[src/verilog/host_port_pkg.sv]
// shared constants and types for the host port and data helper block
package host_port_pkg;
  // =====================================================================
  // clock and timing
  localparam int unsigned CLK_PERIOD_NS = 5;
  localparam int unsigned ACK_NS = 500;
  localparam int unsigned ACK_CYCLES = (ACK_NS + CLK_PERIOD_NS - 1) / CLK_PERIOD_NS;
  localparam int unsigned ACK_CNT_W = 8;
  // =====================================================================
  // serial rates, bits per second, selected by a 3-bit code
  localparam int unsigned BAUD_OVERSAMPLE = 16;
  localparam int unsigned BAUD_1200 = 1200;
  localparam int unsigned BAUD_2400 = 2400;
  localparam int unsigned BAUD_4800 = 4800;
  localparam int unsigned BAUD_9600 = 9600;
  localparam int unsigned BAUD_19200 = 19200;
  localparam int unsigned BAUD_38400 = 38400;
  localparam int unsigned BAUD_57600 = 57600;
  localparam int unsigned BAUD_DIV_W = 16;
  // =====================================================================
  // data helper widths
  localparam int unsigned WORD_W = 32;
  localparam int unsigned ROT_N = 32;
  localparam int unsigned ROT_IDX_W = 5;
  // =====================================================================
  // reset values
  localparam logic DMA_PATH_RESET = 1'b1;
  // =====================================================================
  // state machines
  typedef enum logic [1:0] {
    P_IDLE = 2'b00,
    P_STORE = 2'b01,
    P_ACK = 2'b10,
    P_WAIT = 2'b11
  } port_state_t;
  typedef enum logic [1:0] {
    V_IDLE = 2'b00,
    V_REQ = 2'b01,
    V_WAIT = 2'b10
  } video_state_t;
endpackage : host_port_pkg

[src/verilog/host_port_and_data_ops.sv]
// parallel receive port, serial rate divider, settings bit port, data helpers, video mover
module host_port_and_data_ops
  import host_port_pkg::*;
#(
  parameter int unsigned CLK_HZ = 200_000_000,
  parameter int unsigned ADDR_W = 24,
  parameter int unsigned LINE_W = 10,
  parameter int unsigned VBUF_W = 10
) (
  input wire logic clk,
  input wire logic reset_n,
  input wire logic [7:0] host_data,
  input wire logic host_strobe_n,
  output logic host_busy,
  output logic host_ack_n,
  input wire logic cpu_special_mode,
  input wire logic cpu_normal_mode,
  input wire logic cpu_ack_req,
  input wire logic cpu_busy_release,
  input wire logic cpu_irq_clear,
  output logic dma_path,
  output logic [7:0] latch_data,
  output logic host_irq,
  output logic [7:0] mem_data,
  output logic mem_valid,
  input wire logic mem_ready,
  output logic buf_empty,
  input wire logic [2:0] baud_sel,
  output logic baud_tick,
  input wire logic nv_access,
  input wire logic nv_clk_set,
  input wire logic nv_data_set,
  input wire logic nv_drive_set,
  output logic nv_clk_out,
  output logic nv_data_out,
  output logic nv_data_oe,
  input wire logic nv_data_in,
  output logic nv_bit,
  input wire logic rot_wr,
  input wire logic [ROT_IDX_W-1:0] rot_widx,
  input wire logic [WORD_W-1:0] rot_wdata,
  input wire logic [ROT_IDX_W-1:0] rot_ridx,
  output logic [WORD_W-1:0] rot_rdata,
  input wire logic op_wr,
  input wire logic [2*WORD_W-1:0] op_wdata,
  output logic [2*WORD_W-1:0] expand_result,
  output logic [WORD_W-1:0] shrink_result,
  output logic [WORD_W-1:0] mirror_result,
  input wire logic video_start,
  input wire logic [ADDR_W-1:0] video_base,
  input wire logic [LINE_W-1:0] video_line_words,
  input wire logic beam_detect_n,
  output logic dram_req,
  output logic [ADDR_W-1:0] dram_addr,
  input wire logic dram_ready,
  input wire logic dram_rvalid,
  input wire logic [WORD_W-1:0] dram_rdata,
  output logic vbuf_we,
  output logic [VBUF_W-1:0] vbuf_addr,
  output logic [WORD_W-1:0] vbuf_wdata,
  output logic video_line_done
);
  // =====================================================================
  // pin synchronisers; data is held stable before the strobe, so it settles
  // through its own two stages ahead of the synced strobe edge
  logic [7:0] data_s1, data_s2;
  logic strobe_s1, strobe_s2, strobe_s3;
  logic bd_s1, bd_s2, bd_s3;
  logic nv_s1, nv_s2;
  always_ff @(posedge clk) begin
    if (!reset_n) begin
      data_s1 <= 8'h00;
      data_s2 <= 8'h00;
      strobe_s1 <= 1'b1;
      strobe_s2 <= 1'b1;
      strobe_s3 <= 1'b1;
      bd_s1 <= 1'b1;
      bd_s2 <= 1'b1;
      bd_s3 <= 1'b1;
      nv_s1 <= 1'b0;
      nv_s2 <= 1'b0;
    end else begin
      data_s1 <= host_data;
      data_s2 <= data_s1;
      strobe_s1 <= host_strobe_n;
      strobe_s2 <= strobe_s1;
      strobe_s3 <= strobe_s2;
      bd_s1 <= beam_detect_n;
      bd_s2 <= bd_s1;
      bd_s3 <= bd_s2;
      nv_s1 <= nv_data_in;
      nv_s2 <= nv_s1;
    end
  end
  logic strobe_fall;
  logic bd_fall;
  assign strobe_fall = strobe_s3 & ~strobe_s2;
  assign bd_fall = bd_s3 & ~bd_s2;
  // =====================================================================
  // storing path select
  always_ff @(posedge clk) begin
    if (!reset_n) begin
      dma_path <= DMA_PATH_RESET;
    end else if (cpu_special_mode) begin
      dma_path <= 1'b0;
    end else if (cpu_normal_mode) begin
      dma_path <= 1'b1;
    end
  end
  // =====================================================================
  // two-entry buffer toward memory; a full buffer holds busy, so the host stalls
  logic [7:0] entry1;
  logic valid1;
  logic push, pop, fifo_in_ready;
  logic [7:0] push_data;
  logic next_valid0, next_valid1;
  logic [7:0] next_entry0, next_entry1;
  assign fifo_in_ready = ~valid1;
  assign pop = mem_valid & mem_ready;
  always_comb begin
    next_valid0 = mem_valid;
    next_valid1 = valid1;
    next_entry0 = mem_data;
    next_entry1 = entry1;
    if (pop) begin
      next_valid0 = valid1;
      next_entry0 = entry1;
      next_valid1 = 1'b0;
    end
    if (push) begin
      if (!next_valid0) begin
        next_valid0 = 1'b1;
        next_entry0 = push_data;
      end else begin
        next_valid1 = 1'b1;
        next_entry1 = push_data;
      end
    end
  end
  always_ff @(posedge clk) begin
    if (!reset_n) begin
      mem_valid <= 1'b0;
      valid1 <= 1'b0;
      mem_data <= 8'h00;
      entry1 <= 8'h00;
      buf_empty <= 1'b1;
    end else begin
      mem_valid <= next_valid0;
      valid1 <= next_valid1;
      mem_data <= next_entry0;
      entry1 <= next_entry1;
      buf_empty <= ~next_valid0;
    end
  end
  // =====================================================================
  // parallel port handshake
  port_state_t port_state;
  logic [ACK_CNT_W-1:0] ack_count;
  logic ack_start;
  assign push = (port_state == P_STORE) & fifo_in_ready;
  assign push_data = latch_data;
  assign ack_start = push | ((port_state == P_WAIT) & cpu_ack_req);
  always_ff @(posedge clk) begin
    if (!reset_n) begin
      port_state <= P_IDLE;
      host_busy <= 1'b0;
      latch_data <= 8'h00;
    end else begin
      case (port_state)
        P_IDLE: begin
          if (strobe_fall) begin
            host_busy <= 1'b1;
            latch_data <= data_s2;
            port_state <= dma_path ? P_STORE : P_WAIT;
          end
        end
        P_STORE: begin
          if (fifo_in_ready) begin
            port_state <= P_ACK;
          end
        end
        P_ACK: begin
          if (ack_count == '0 && host_ack_n) begin
            host_busy <= 1'b0;
            port_state <= P_IDLE;
          end
        end
        P_WAIT: begin
          if (cpu_busy_release) begin
            host_busy <= 1'b0;
            port_state <= P_IDLE;
          end
        end
        default: port_state <= P_IDLE;
      endcase
    end
  end
  // ack pulse width is fixed; the cpu only decides when it starts in latch mode
  always_ff @(posedge clk) begin
    if (!reset_n) begin
      ack_count <= '0;
      host_ack_n <= 1'b1;
    end else if (ack_start) begin
      ack_count <= ACK_CNT_W'(ACK_CYCLES - 1);
      host_ack_n <= 1'b0;
    end else if (ack_count != '0) begin
      ack_count <= ack_count - 1'b1;
    end else begin
      host_ack_n <= 1'b1;
    end
  end
  // set wins over a clear in the same cycle
  always_ff @(posedge clk) begin
    if (!reset_n) begin
      host_irq <= 1'b0;
    end else if (port_state == P_IDLE && strobe_fall && !dma_path) begin
      host_irq <= 1'b1;
    end else if (cpu_irq_clear) begin
      host_irq <= 1'b0;
    end
  end
  // =====================================================================
  // serial rate divider, one tick per oversample period
  function automatic logic [BAUD_DIV_W-1:0] baud_div(input logic [2:0] sel);
    int unsigned rate;
    case (sel)
      3'h0: rate = BAUD_1200;
      3'h1: rate = BAUD_2400;
      3'h2: rate = BAUD_4800;
      3'h3: rate = BAUD_9600;
      3'h4: rate = BAUD_19200;
      3'h5: rate = BAUD_38400;
      default: rate = BAUD_57600;
    endcase
    return BAUD_DIV_W'(CLK_HZ / (BAUD_OVERSAMPLE * rate) - 1);
  endfunction : baud_div
  logic [BAUD_DIV_W-1:0] baud_count;
  always_ff @(posedge clk) begin
    if (!reset_n) begin
      baud_count <= '0;
      baud_tick <= 1'b0;
    end else if (baud_count >= baud_div(baud_sel)) begin
      baud_count <= '0;
      baud_tick <= 1'b1;
    end else begin
      baud_count <= baud_count + 1'b1;
      baud_tick <= 1'b0;
    end
  end
  // =====================================================================
  // settings store: firmware moves one bit per access
  always_ff @(posedge clk) begin
    if (!reset_n) begin
      nv_clk_out <= 1'b0;
      nv_data_out <= 1'b0;
      nv_data_oe <= 1'b0;
      nv_bit <= 1'b0;
    end else begin
      nv_bit <= nv_s2;
      if (nv_access) begin
        nv_clk_out <= nv_clk_set;
        nv_data_out <= nv_data_set;
        nv_data_oe <= nv_drive_set;
      end
    end
  end
  // =====================================================================
  // rotate block; readback is a live transpose, so no start command exists
  logic [WORD_W-1:0] rot_mem [ROT_N];
  genvar gi;
  generate
    for (gi = 0; gi < ROT_N; gi++) begin : g_rot
      always_ff @(posedge clk) begin
        if (!reset_n) begin
          rot_mem[gi] <= '0;
          rot_rdata[gi] <= 1'b0;
        end else begin
          if (rot_wr && rot_widx == ROT_IDX_W'(gi)) begin
            rot_mem[gi] <= rot_wdata;
          end
          rot_rdata[gi] <= rot_mem[gi][rot_ridx];
        end
      end
    end
  endgenerate
  // =====================================================================
  // expand doubles each bit, shrink ors each pair, mirror reverses and inverts
  logic [2*WORD_W-1:0] next_expand;
  logic [WORD_W-1:0] next_shrink, next_mirror;
  always_comb begin
    next_expand = '0;
    next_shrink = '0;
    next_mirror = '0;
    for (int i = 0; i < WORD_W; i++) begin
      next_expand[2*i] = op_wdata[i];
      next_expand[2*i+1] = op_wdata[i];
      next_shrink[i] = op_wdata[2*i] | op_wdata[2*i+1];
      next_mirror[WORD_W-1-i] = ~op_wdata[i];
    end
  end
  always_ff @(posedge clk) begin
    if (!reset_n) begin
      expand_result <= '0;
      shrink_result <= '0;
      mirror_result <= '0;
    end else if (op_wr) begin
      expand_result <= next_expand;
      shrink_result <= next_shrink;
      mirror_result <= next_mirror;
    end
  end
  // =====================================================================
  // video mover: one line per beam detect, one read outstanding at a time
  video_state_t video_state;
  logic armed;
  logic [LINE_W-1:0] word_count;
  always_ff @(posedge clk) begin
    if (!reset_n) begin
      video_state <= V_IDLE;
      armed <= 1'b0;
      word_count <= '0;
      dram_req <= 1'b0;
      dram_addr <= '0;
      vbuf_we <= 1'b0;
      vbuf_addr <= '0;
      vbuf_wdata <= '0;
      video_line_done <= 1'b0;
    end else begin
      vbuf_we <= 1'b0;
      video_line_done <= 1'b0;
      if (video_start) begin
        armed <= 1'b1;
        dram_addr <= video_base;
      end
      case (video_state)
        V_IDLE: begin
          if (armed && bd_fall && video_line_words != '0) begin
            word_count <= '0;
            dram_req <= 1'b1;
            video_state <= V_REQ;
          end
        end
        V_REQ: begin
          if (dram_ready) begin
            dram_req <= 1'b0;
            video_state <= V_WAIT;
          end
        end
        V_WAIT: begin
          if (dram_rvalid) begin
            vbuf_we <= 1'b1;
            vbuf_addr <= VBUF_W'(word_count);
            vbuf_wdata <= dram_rdata;
            dram_addr <= dram_addr + 1'b1;
            word_count <= word_count + 1'b1;
            if (word_count + 1'b1 == video_line_words) begin
              video_line_done <= 1'b1;
              video_state <= V_IDLE;
            end else begin
              dram_req <= 1'b1;
              video_state <= V_REQ;
            end
          end
        end
        default: video_state <= V_IDLE;
      endcase
    end
  end
endmodule : host_port_and_data_ops

[config.mk]
export PLATFORM = sky130hd
export DESIGN_NAME = host_port_and_data_ops
export DESIGN_NICKNAME = d
export VERILOG_FILES = /design/src/verilog/host_port_pkg.sv /design/src/verilog/host_port_and_data_ops.sv
export SDC_FILE = /design/constraint.sdc
export NUM_CORES = 2
export LEC_CHECK = 0
export BUFFER_PORTS_ARGS = -buffer_cell sky130_fd_sc_hd__buf_4
export CAP_MARGIN = 20
export CORE_AREA = 3 3 422 424
export CTS_CLUSTER_SIZE = 10
export DETAILED_ROUTE_END_ITERATION = 16
export DIE_AREA = 0 0 425 427
export PLACE_DENSITY = 0.53
export SLEW_MARGIN = 25
export SYNTH_ARGS = -nofsm -noshare
export SYNTH_HDL_FRONTEND = slang
export SYNTH_SLANG_ARGS = --single-unit
[constraint.sdc]
create_clock -name clk -period 51.5 [get_ports clk]
set_input_delay 2.575 -clock clk [delete_from_list [all_inputs] [get_ports clk]]
set_output_delay 2.575 -clock clk [all_outputs]
set_load 0.05 [all_outputs]
==> After elaboration in Yosys (flattened, before gate mapping) <==
Memory sizes are Yosys's and may differ from the RTL's.
Cells that the tools add are included.
{ "word_totals": {"reg_bits": 327, "ram_bits": 1024, "input_bits": 203, "out_inout_bits": 256, "elab_cells": 543, "mem_count": 1} }
{ "memory_table": {"columns": ["memory", "depth", "word_bits", "rd", "rd_ports_with_merged_regs", "wr", "line", "text"], "rows": [
  ["rot_mem", 32, 32, 32, 0, 32, "host_port_and_data_ops.sv:269", "logic [WORD_W-1:0] rot_mem [ROT_N];"]
]} }
{ "classes": {"addsub": 5, "div_mod_pow": 1, "order_cmp": 2, "n_eq_ne": 51, "n_mux": 240, "bitwise_logic": 107, "n_reduce_logical": 63} }
{ "op_table": {"columns": ["cell", "n"], "rows": [
  ["32-bit two-way mux", 32],
  ["1-bit binary-select mux with 5-bit select", 32],
  ["1-bit two-way mux", 151],
  ["16-bit one-hot mux with 6 select lines", 1],
  ["5-bit equality test, second input constant", 16],
  ["24-bit two-way mux", 3],
  ["1-bit OR", 65],
  ["5-bit by 4-bit equality test with 1-bit output, second input constant", 8],
  ["1-bit logical AND", 37],
  ["1-bit inverter", 37],
  ["28-bit by 32-bit divider with 32-bit output, first input constant", 1],
  ["28-bit two-way mux", 1],
  ["24-bit by 1-bit adder with 24-bit output, second input constant", 1],
  ["8-bit two-way mux", 3],
  ["5-bit by 3-bit equality test with 1-bit output, second input constant", 4],
  ["10-bit two-way mux", 2],
  ["10-bit one-hot mux with 2 select lines", 1],
  ["2-bit inequality test, second input constant", 9],
  ["16-bit by 1-bit adder with 16-bit output, second input constant", 1],
  ["16-bit >= comparator", 1],
  ["2-bit two-way mux", 8],
  ["16-bit by 1-bit subtractor with 16-bit output, second input constant", 1],
  ["7-bit two-way mux", 2],
  ["10-bit by 1-bit adder with 10-bit output, second input constant", 1],
  ["other kinds (28)", 51]
]} }

==> Longest topological paths before layout <==
{ "depth": {"word_depth": 7, "mapped_depth": 202, "mapped_depth_nobuf": 183} }

==> Worst setup path before layout <==
Ideal clock, no wire load.
{ "synth_path": {"path_kind": "in2reg", "startpoint": "input port baud_sel[0]", "endpoint": "register baud_count[10]", "setup_ns": 0.065, "arrival_ns": 37.126, "required_ns": 51.435, "setup_slack_ns": 14.309, "stages": 193, "path_buffers": 20, "cell_sequence": "buf_2 buf_1 nor2b_1 clkbuf_1 nand2_1 inv_2 nor2_1 clkinv_1 ha_1 o21a_1 nand2_1 o31ai_1 nand2_1 nor2_1 ha_1 a41o_1 a221oi_2 nand4_1 [... 157 more ...] o21ai_0 nand2b_1 a21oi_1 nor2b_1 o21ai_0 nand2b_1 a21oi_1 nor2b_1 o21ai_0 nand2b_1 a21oi_1 nor2b_1 o21ai_0 nand2b_1 a2111oi_0 nand2_1 clkbuf_1 nor2_1"} }
{ "synth_between": {"elab_chain_len": 7, "elab_cells_between_ends": 12, "classes_between": "add/sub: 1; div: 1; order compare: 1; eq/ne: 5; mux: 2; reduce/logical: 2"} }
{ "synth_rtl": {"columns": ["item", "line", "text"], "rows": [
  ["start: declaration", "host_port_and_data_ops.sv:28", "input wire logic [2:0] baud_sel,"],
  ["3-bit equality test, or another cell as far along", "host_port_and_data_ops.sv:226", "case (sel)"],
  ["16-bit one-hot mux with 6 select lines (*)", "host_port_and_data_ops.sv:226", null],
  ["28-bit two-way mux (*)", "host_port_and_data_ops.sv:239", "if (!reset_n) begin"],
  ["28-bit by 32-bit divider with 32-bit output (*)", "host_port_and_data_ops.sv:235", "return BAUD_DIV_W'(CLK_HZ / (BAUD_OVERSAMPLE * rate) - 1);"],
  ["16-bit by 1-bit subtractor with 16-bit output (*)", "host_port_and_data_ops.sv:235", null],
  ["16-bit >= comparator (*)", "host_port_and_data_ops.sv:242", "end else if (baud_count >= baud_div(baud_sel)) begin"],
  ["2-bit OR reduction (no source line) (*)", null, null],
  ["end signal: assignment", "host_port_and_data_ops.sv:246", "baud_count <= baud_count + 1'b1;"],
  ["end: declaration", "host_port_and_data_ops.sv:237", "logic [BAUD_DIV_W-1:0] baud_count;"]
]} }
Every way passes the cells marked *; elsewhere a longest branch is shown, timed or not. The select of a mux whose other input is x is not followed.
A chain may end at the register's enable or synchronous reset.

==> Worst setup path after layout <==
{ "layout_path": {"startpoint": "input port baud_sel[1]", "endpoint": "register baud_count[5]"} }
Same word-level chain as after synthesis.

==> reports/qor.csv <==
stage;metric;value;unit
power_and_ir_drop;clkPwrFrac;0.179;
clock_network;cts_hold_buf;0;
clock_network;post_cts_buffers;0;
synthesis;syn_avg_cell_area;12.1;um2
power_and_ir_drop;switching_share;0.469;
timing;post-route-period-util;0.840;
synthesis;synthFlopType;edfxtp_1;
drt;ant_nets;0;
final_layout;final_util;0.451;
final_layout;n_fill_cell;15900;
drt;num_vias;46500;
final_layout;layout_common_cells;and2_1 (1063), edfxtp_1 (1024), buf_4 (556);
global_routing;use_met3;0.0373;
synthesis;netlist_area;0.0681;mm2
floorplanning;dieArea;0.181;mm2
global_routing;track_usage;0.241;
placement;port_buffers;458;
timing;tightest_slew;1.05;ns
synthesis;synth_area_leader_cell;edfxtp_1;
clock_network;cts-root-buf;clkbuf_16;
clock_network;cts_resized;0;
global_routing;grt_pass1_vias;46300;
floorplanning;die_h;427;um
power_and_ir_drop;power_density;73.1;mW/mm2
drt;dr.pass1.iters;6;
final_layout;layout_commonest_cell;and2_1;
drt;wirelength;222000;um
worst_setup_path;cp-end-kind;flop;
power_and_ir_drop;internal-power;0.00305;W
synthesis;async_flop_share;0;
worst_setup_path;startpoint_type;primary input;
worst_setup_path;cpMostUsedCell;ha_1;
worst_setup_path;slowest_stage;clkinv_1;
timing;tns;0;ns
global_routing;antenna_found_initial;34;
floorplanning;dieWidth;425;um
clock_network;clkLatencyLatePin;0.78;ns
worst_setup_path;critPathRequiredTime;52.20;ns
worst_setup_path;r2r_end;baud_count[5];
timing;final.setup.worst_slack;8.24;ns
clock_network;cts_buffers;157;
final_layout;finalNetCount;6306;
power_and_ir_drop;p_seq_frac;0.215;
worst_setup_path;crit_type;primary input to flop;
placement;dp_hpwl;134000;um
worst_setup_path;ff2ff_setup_slack;47.58;ns
hold_path;hold_end;strobe_s2;
global_routing;top_usage_layer;met2;
hold_path;min_from;strobe_s1;
drt;drt-wirelength-per-cell;26.4;um
global_routing;met1_usage;0.314;
timing;rsz0062_at_grt;false;
worst_setup_path;r2r_cells;22;
synthesis;synth_warnings;0;
global_routing;grt_max_degree;96;
worst_setup_path;max_stage_delay;0.79;ns
flow_run;maxCapViolCount;0;
power_and_ir_drop;max-vdd-ir-drop;0.125;mV
placement;place_congestion;0.948;
hold_path;hp-class;flop to flop;
floorplanning;start_util;0.391;
power_and_ir_drop;combPwrFrac;0.606;
timing;finalHoldViolCount;0;
worst_setup_path;cp.arrival;43.95;ns
final_layout;area_growth;15.2;%
synthesis;ys_types;116;
clock_network;h-tree-depth;4;
timing;fin_crit;43.26;ns
power_and_ir_drop;p_sw;0.00269;W
synthesis;yosys-top-cells-area;edfxtp_1 (45%), mux4_2 (11%), and2_1 (9.8%);
floorplanning;fp.coreArea;0.174;mm2
drt;first_iter_violations;4869;
synthesis;synth.top_cell.area_share;0.452;
clock_network;cts_sinks;1320;
worst_setup_path;cp_max_fo;35;
hold_path;whs_path_depth;1;
synthesis;synth_edf_count;1024;
synthesis;synth-seq-cells;1320;
global_routing;grt_pass1_wl;324000;um
timing;finalMaxSlewViolations;0;
run_status;status;finished clean;
timing;setup_viol;0;
synthesis;seq_area_frac_synth;0.539;
synthesis;syn_inst;5648;
final_layout;multiInputGateArea;0.0296;mm2
clock_network;clk_pin_slew_worst_paths;0.06;ns
power_and_ir_drop;power_leakage;29.2;nW
timing;max_freq;0.0231;GHz
clock_network;ctsLongestPathBuffers;3;
drt;routed_via_density;5.54;
timing;slew_headroom;0.301;
clock_network;cts_tree;done;
floorplanning;rows;153;
timing;clock_skew;0.0502;ns
final_layout;layout-drive-gt1-share;0.199;
floorplanning;top_level_ports;459;
global_routing;overflow;0;
global_routing;use_met2;0.414;
drt;drc;0;
final_layout;regArea;0.0367;mm2
worst_setup_path;r2r_start;baud_count[0];
placement;pre_cts_slack;8.02;ns
[how the worst max path moves through the flow]
stage / startpoint / end / slack [ns] / depth (start not counted)
floorplan: baud_sel[0] / baud_count[10] / 14.31 / 193
CTS: baud_sel[1] / baud_count[5] / 8.78 / 171
global route: baud_sel[1] / baud_count[5] / 4.31 / 172
finish: baud_sel[1] / baud_count[5] / 8.24 / 172
global placement: baud_sel[1] / baud_count[14] / 8.98 / 175
detailed placement: baud_sel[1] / baud_count[9] / 8.02 / 172
[per-layer routing]
| layer | part of all wire | up-vias |
|---|---|---|
| li1 | - | 21200 |
| met1 | 0.41 | 23300 |
| met2 | 0.50 | 1678 |
| met3 | 0.066 | 348 |
| met4 | 0.028 | 4 |
| met5 | 0.000077 | - |
[stage by stage]
stage               cell area [um2]  power [W]  hold slack [ns]  cells
floorplan                     68100    0.00380            0.386   5656
global placement              73700    0.00468            0.398   8101
detailed placement            73700    0.00466            0.392   8101
CTS                           78300    0.00571            0.402   8366
global route                  78400    0.00614            0.430   8376
finish                        78500    0.00574            0.401   8392
[cell usage after synthesis, types with 15 or more instances]
cell type,instances
and2_1,1063
edfxtp_1,1024
nor2_1,398
clkbuf_1,347
nand2_1,322
mux4_2,320
dfxtp_1,296
a21oi_1,262
o21ai_0,193
ha_1,165
mux2i_1,106
xnor2_1,80
nand3_1,78
nand2b_1,75
inv_1,73
a21o_1,60
nor3_1,60
and3_1,47
buf_1,47
xor2_1,44
o21a_1,43
buf_4,34
nor2b_1,33
a31oi_1,32
a211oi_1,29
a22oi_1,24
or3_1,24
nand4_1,21
o31ai_1,20
nor4_1,18
mux2_2,15
o221a_2,15
[cells by family (layout without fill, tap and decap cells)]
kind of cell             after synthesis  in the layout  synth area share
multiplexers                         443            443             0.124
AO/OA/AOI/OAI                        850            850            0.0811
adder cells (fa/ha/maj)              165            165            0.0303
other                                  2             33          0.000110
AND/OR/NAND/NOR                     2219           2219             0.178
buffers and inverters                524            912            0.0314
flip-flops                          1320           1320             0.539
XOR/XNOR                             125            125            0.0162
[power by group through the flow]
stage | logic (W) | registers (W) | clock network [W]
6_report | 0.00348 | 0.00123 | 0.00103
3_5_place_dp | 0.00341 | 0.00125 | 0
5_1_grt | 0.00380 | 0.00124 | 0.00110
2_1_floorplan | 0.00251 | 0.00129 | 0
4_1_cts | 0.00342 | 0.00123 | 0.00105
3_3_place_gp | 0.00343 | 0.00125 | 0
[registers in the layout, indices dropped and copies added (netlist names), 8 cells and up]
signal / flops
expand_result: 32
vbuf_addr: 10
mirror_result: 32
vbuf_wdata: 32
word_count: 10
ack_count: 8
shrink_result: 32
dram_addr: 24
mem_data: 8
rot_mem: 1024
baud_count: 16
data_s1: 8
rot_rdata: 32
data_s2: 8
entry1: 8
latch_data: 8
[critical path, delay by kind of cell]
kind | cells | cell delay [ns]
buffers and inverters | 11 | 2.75
adder cells (fa/ha/maj) | 19 | 6.36
AND/OR/NAND/NOR | 59 | 13.66
multiplexers | 3 | 1.03
AO/OA/AOI/OAI | 78 | 17.30
XOR/XNOR | 2 | 0.21
[final cells by class]
class                   instances  share of cell area
diodes                         23            0.000733
multi-input cells            3812               0.376
repair buffers                564              0.0550
clock buffers                 243              0.0559
well taps                    2325              0.0371
clock inverters                22             0.00344
inverters                      83             0.00406
flip-flops and latches       1320               0.467
(Power assumes the default switching activity.)
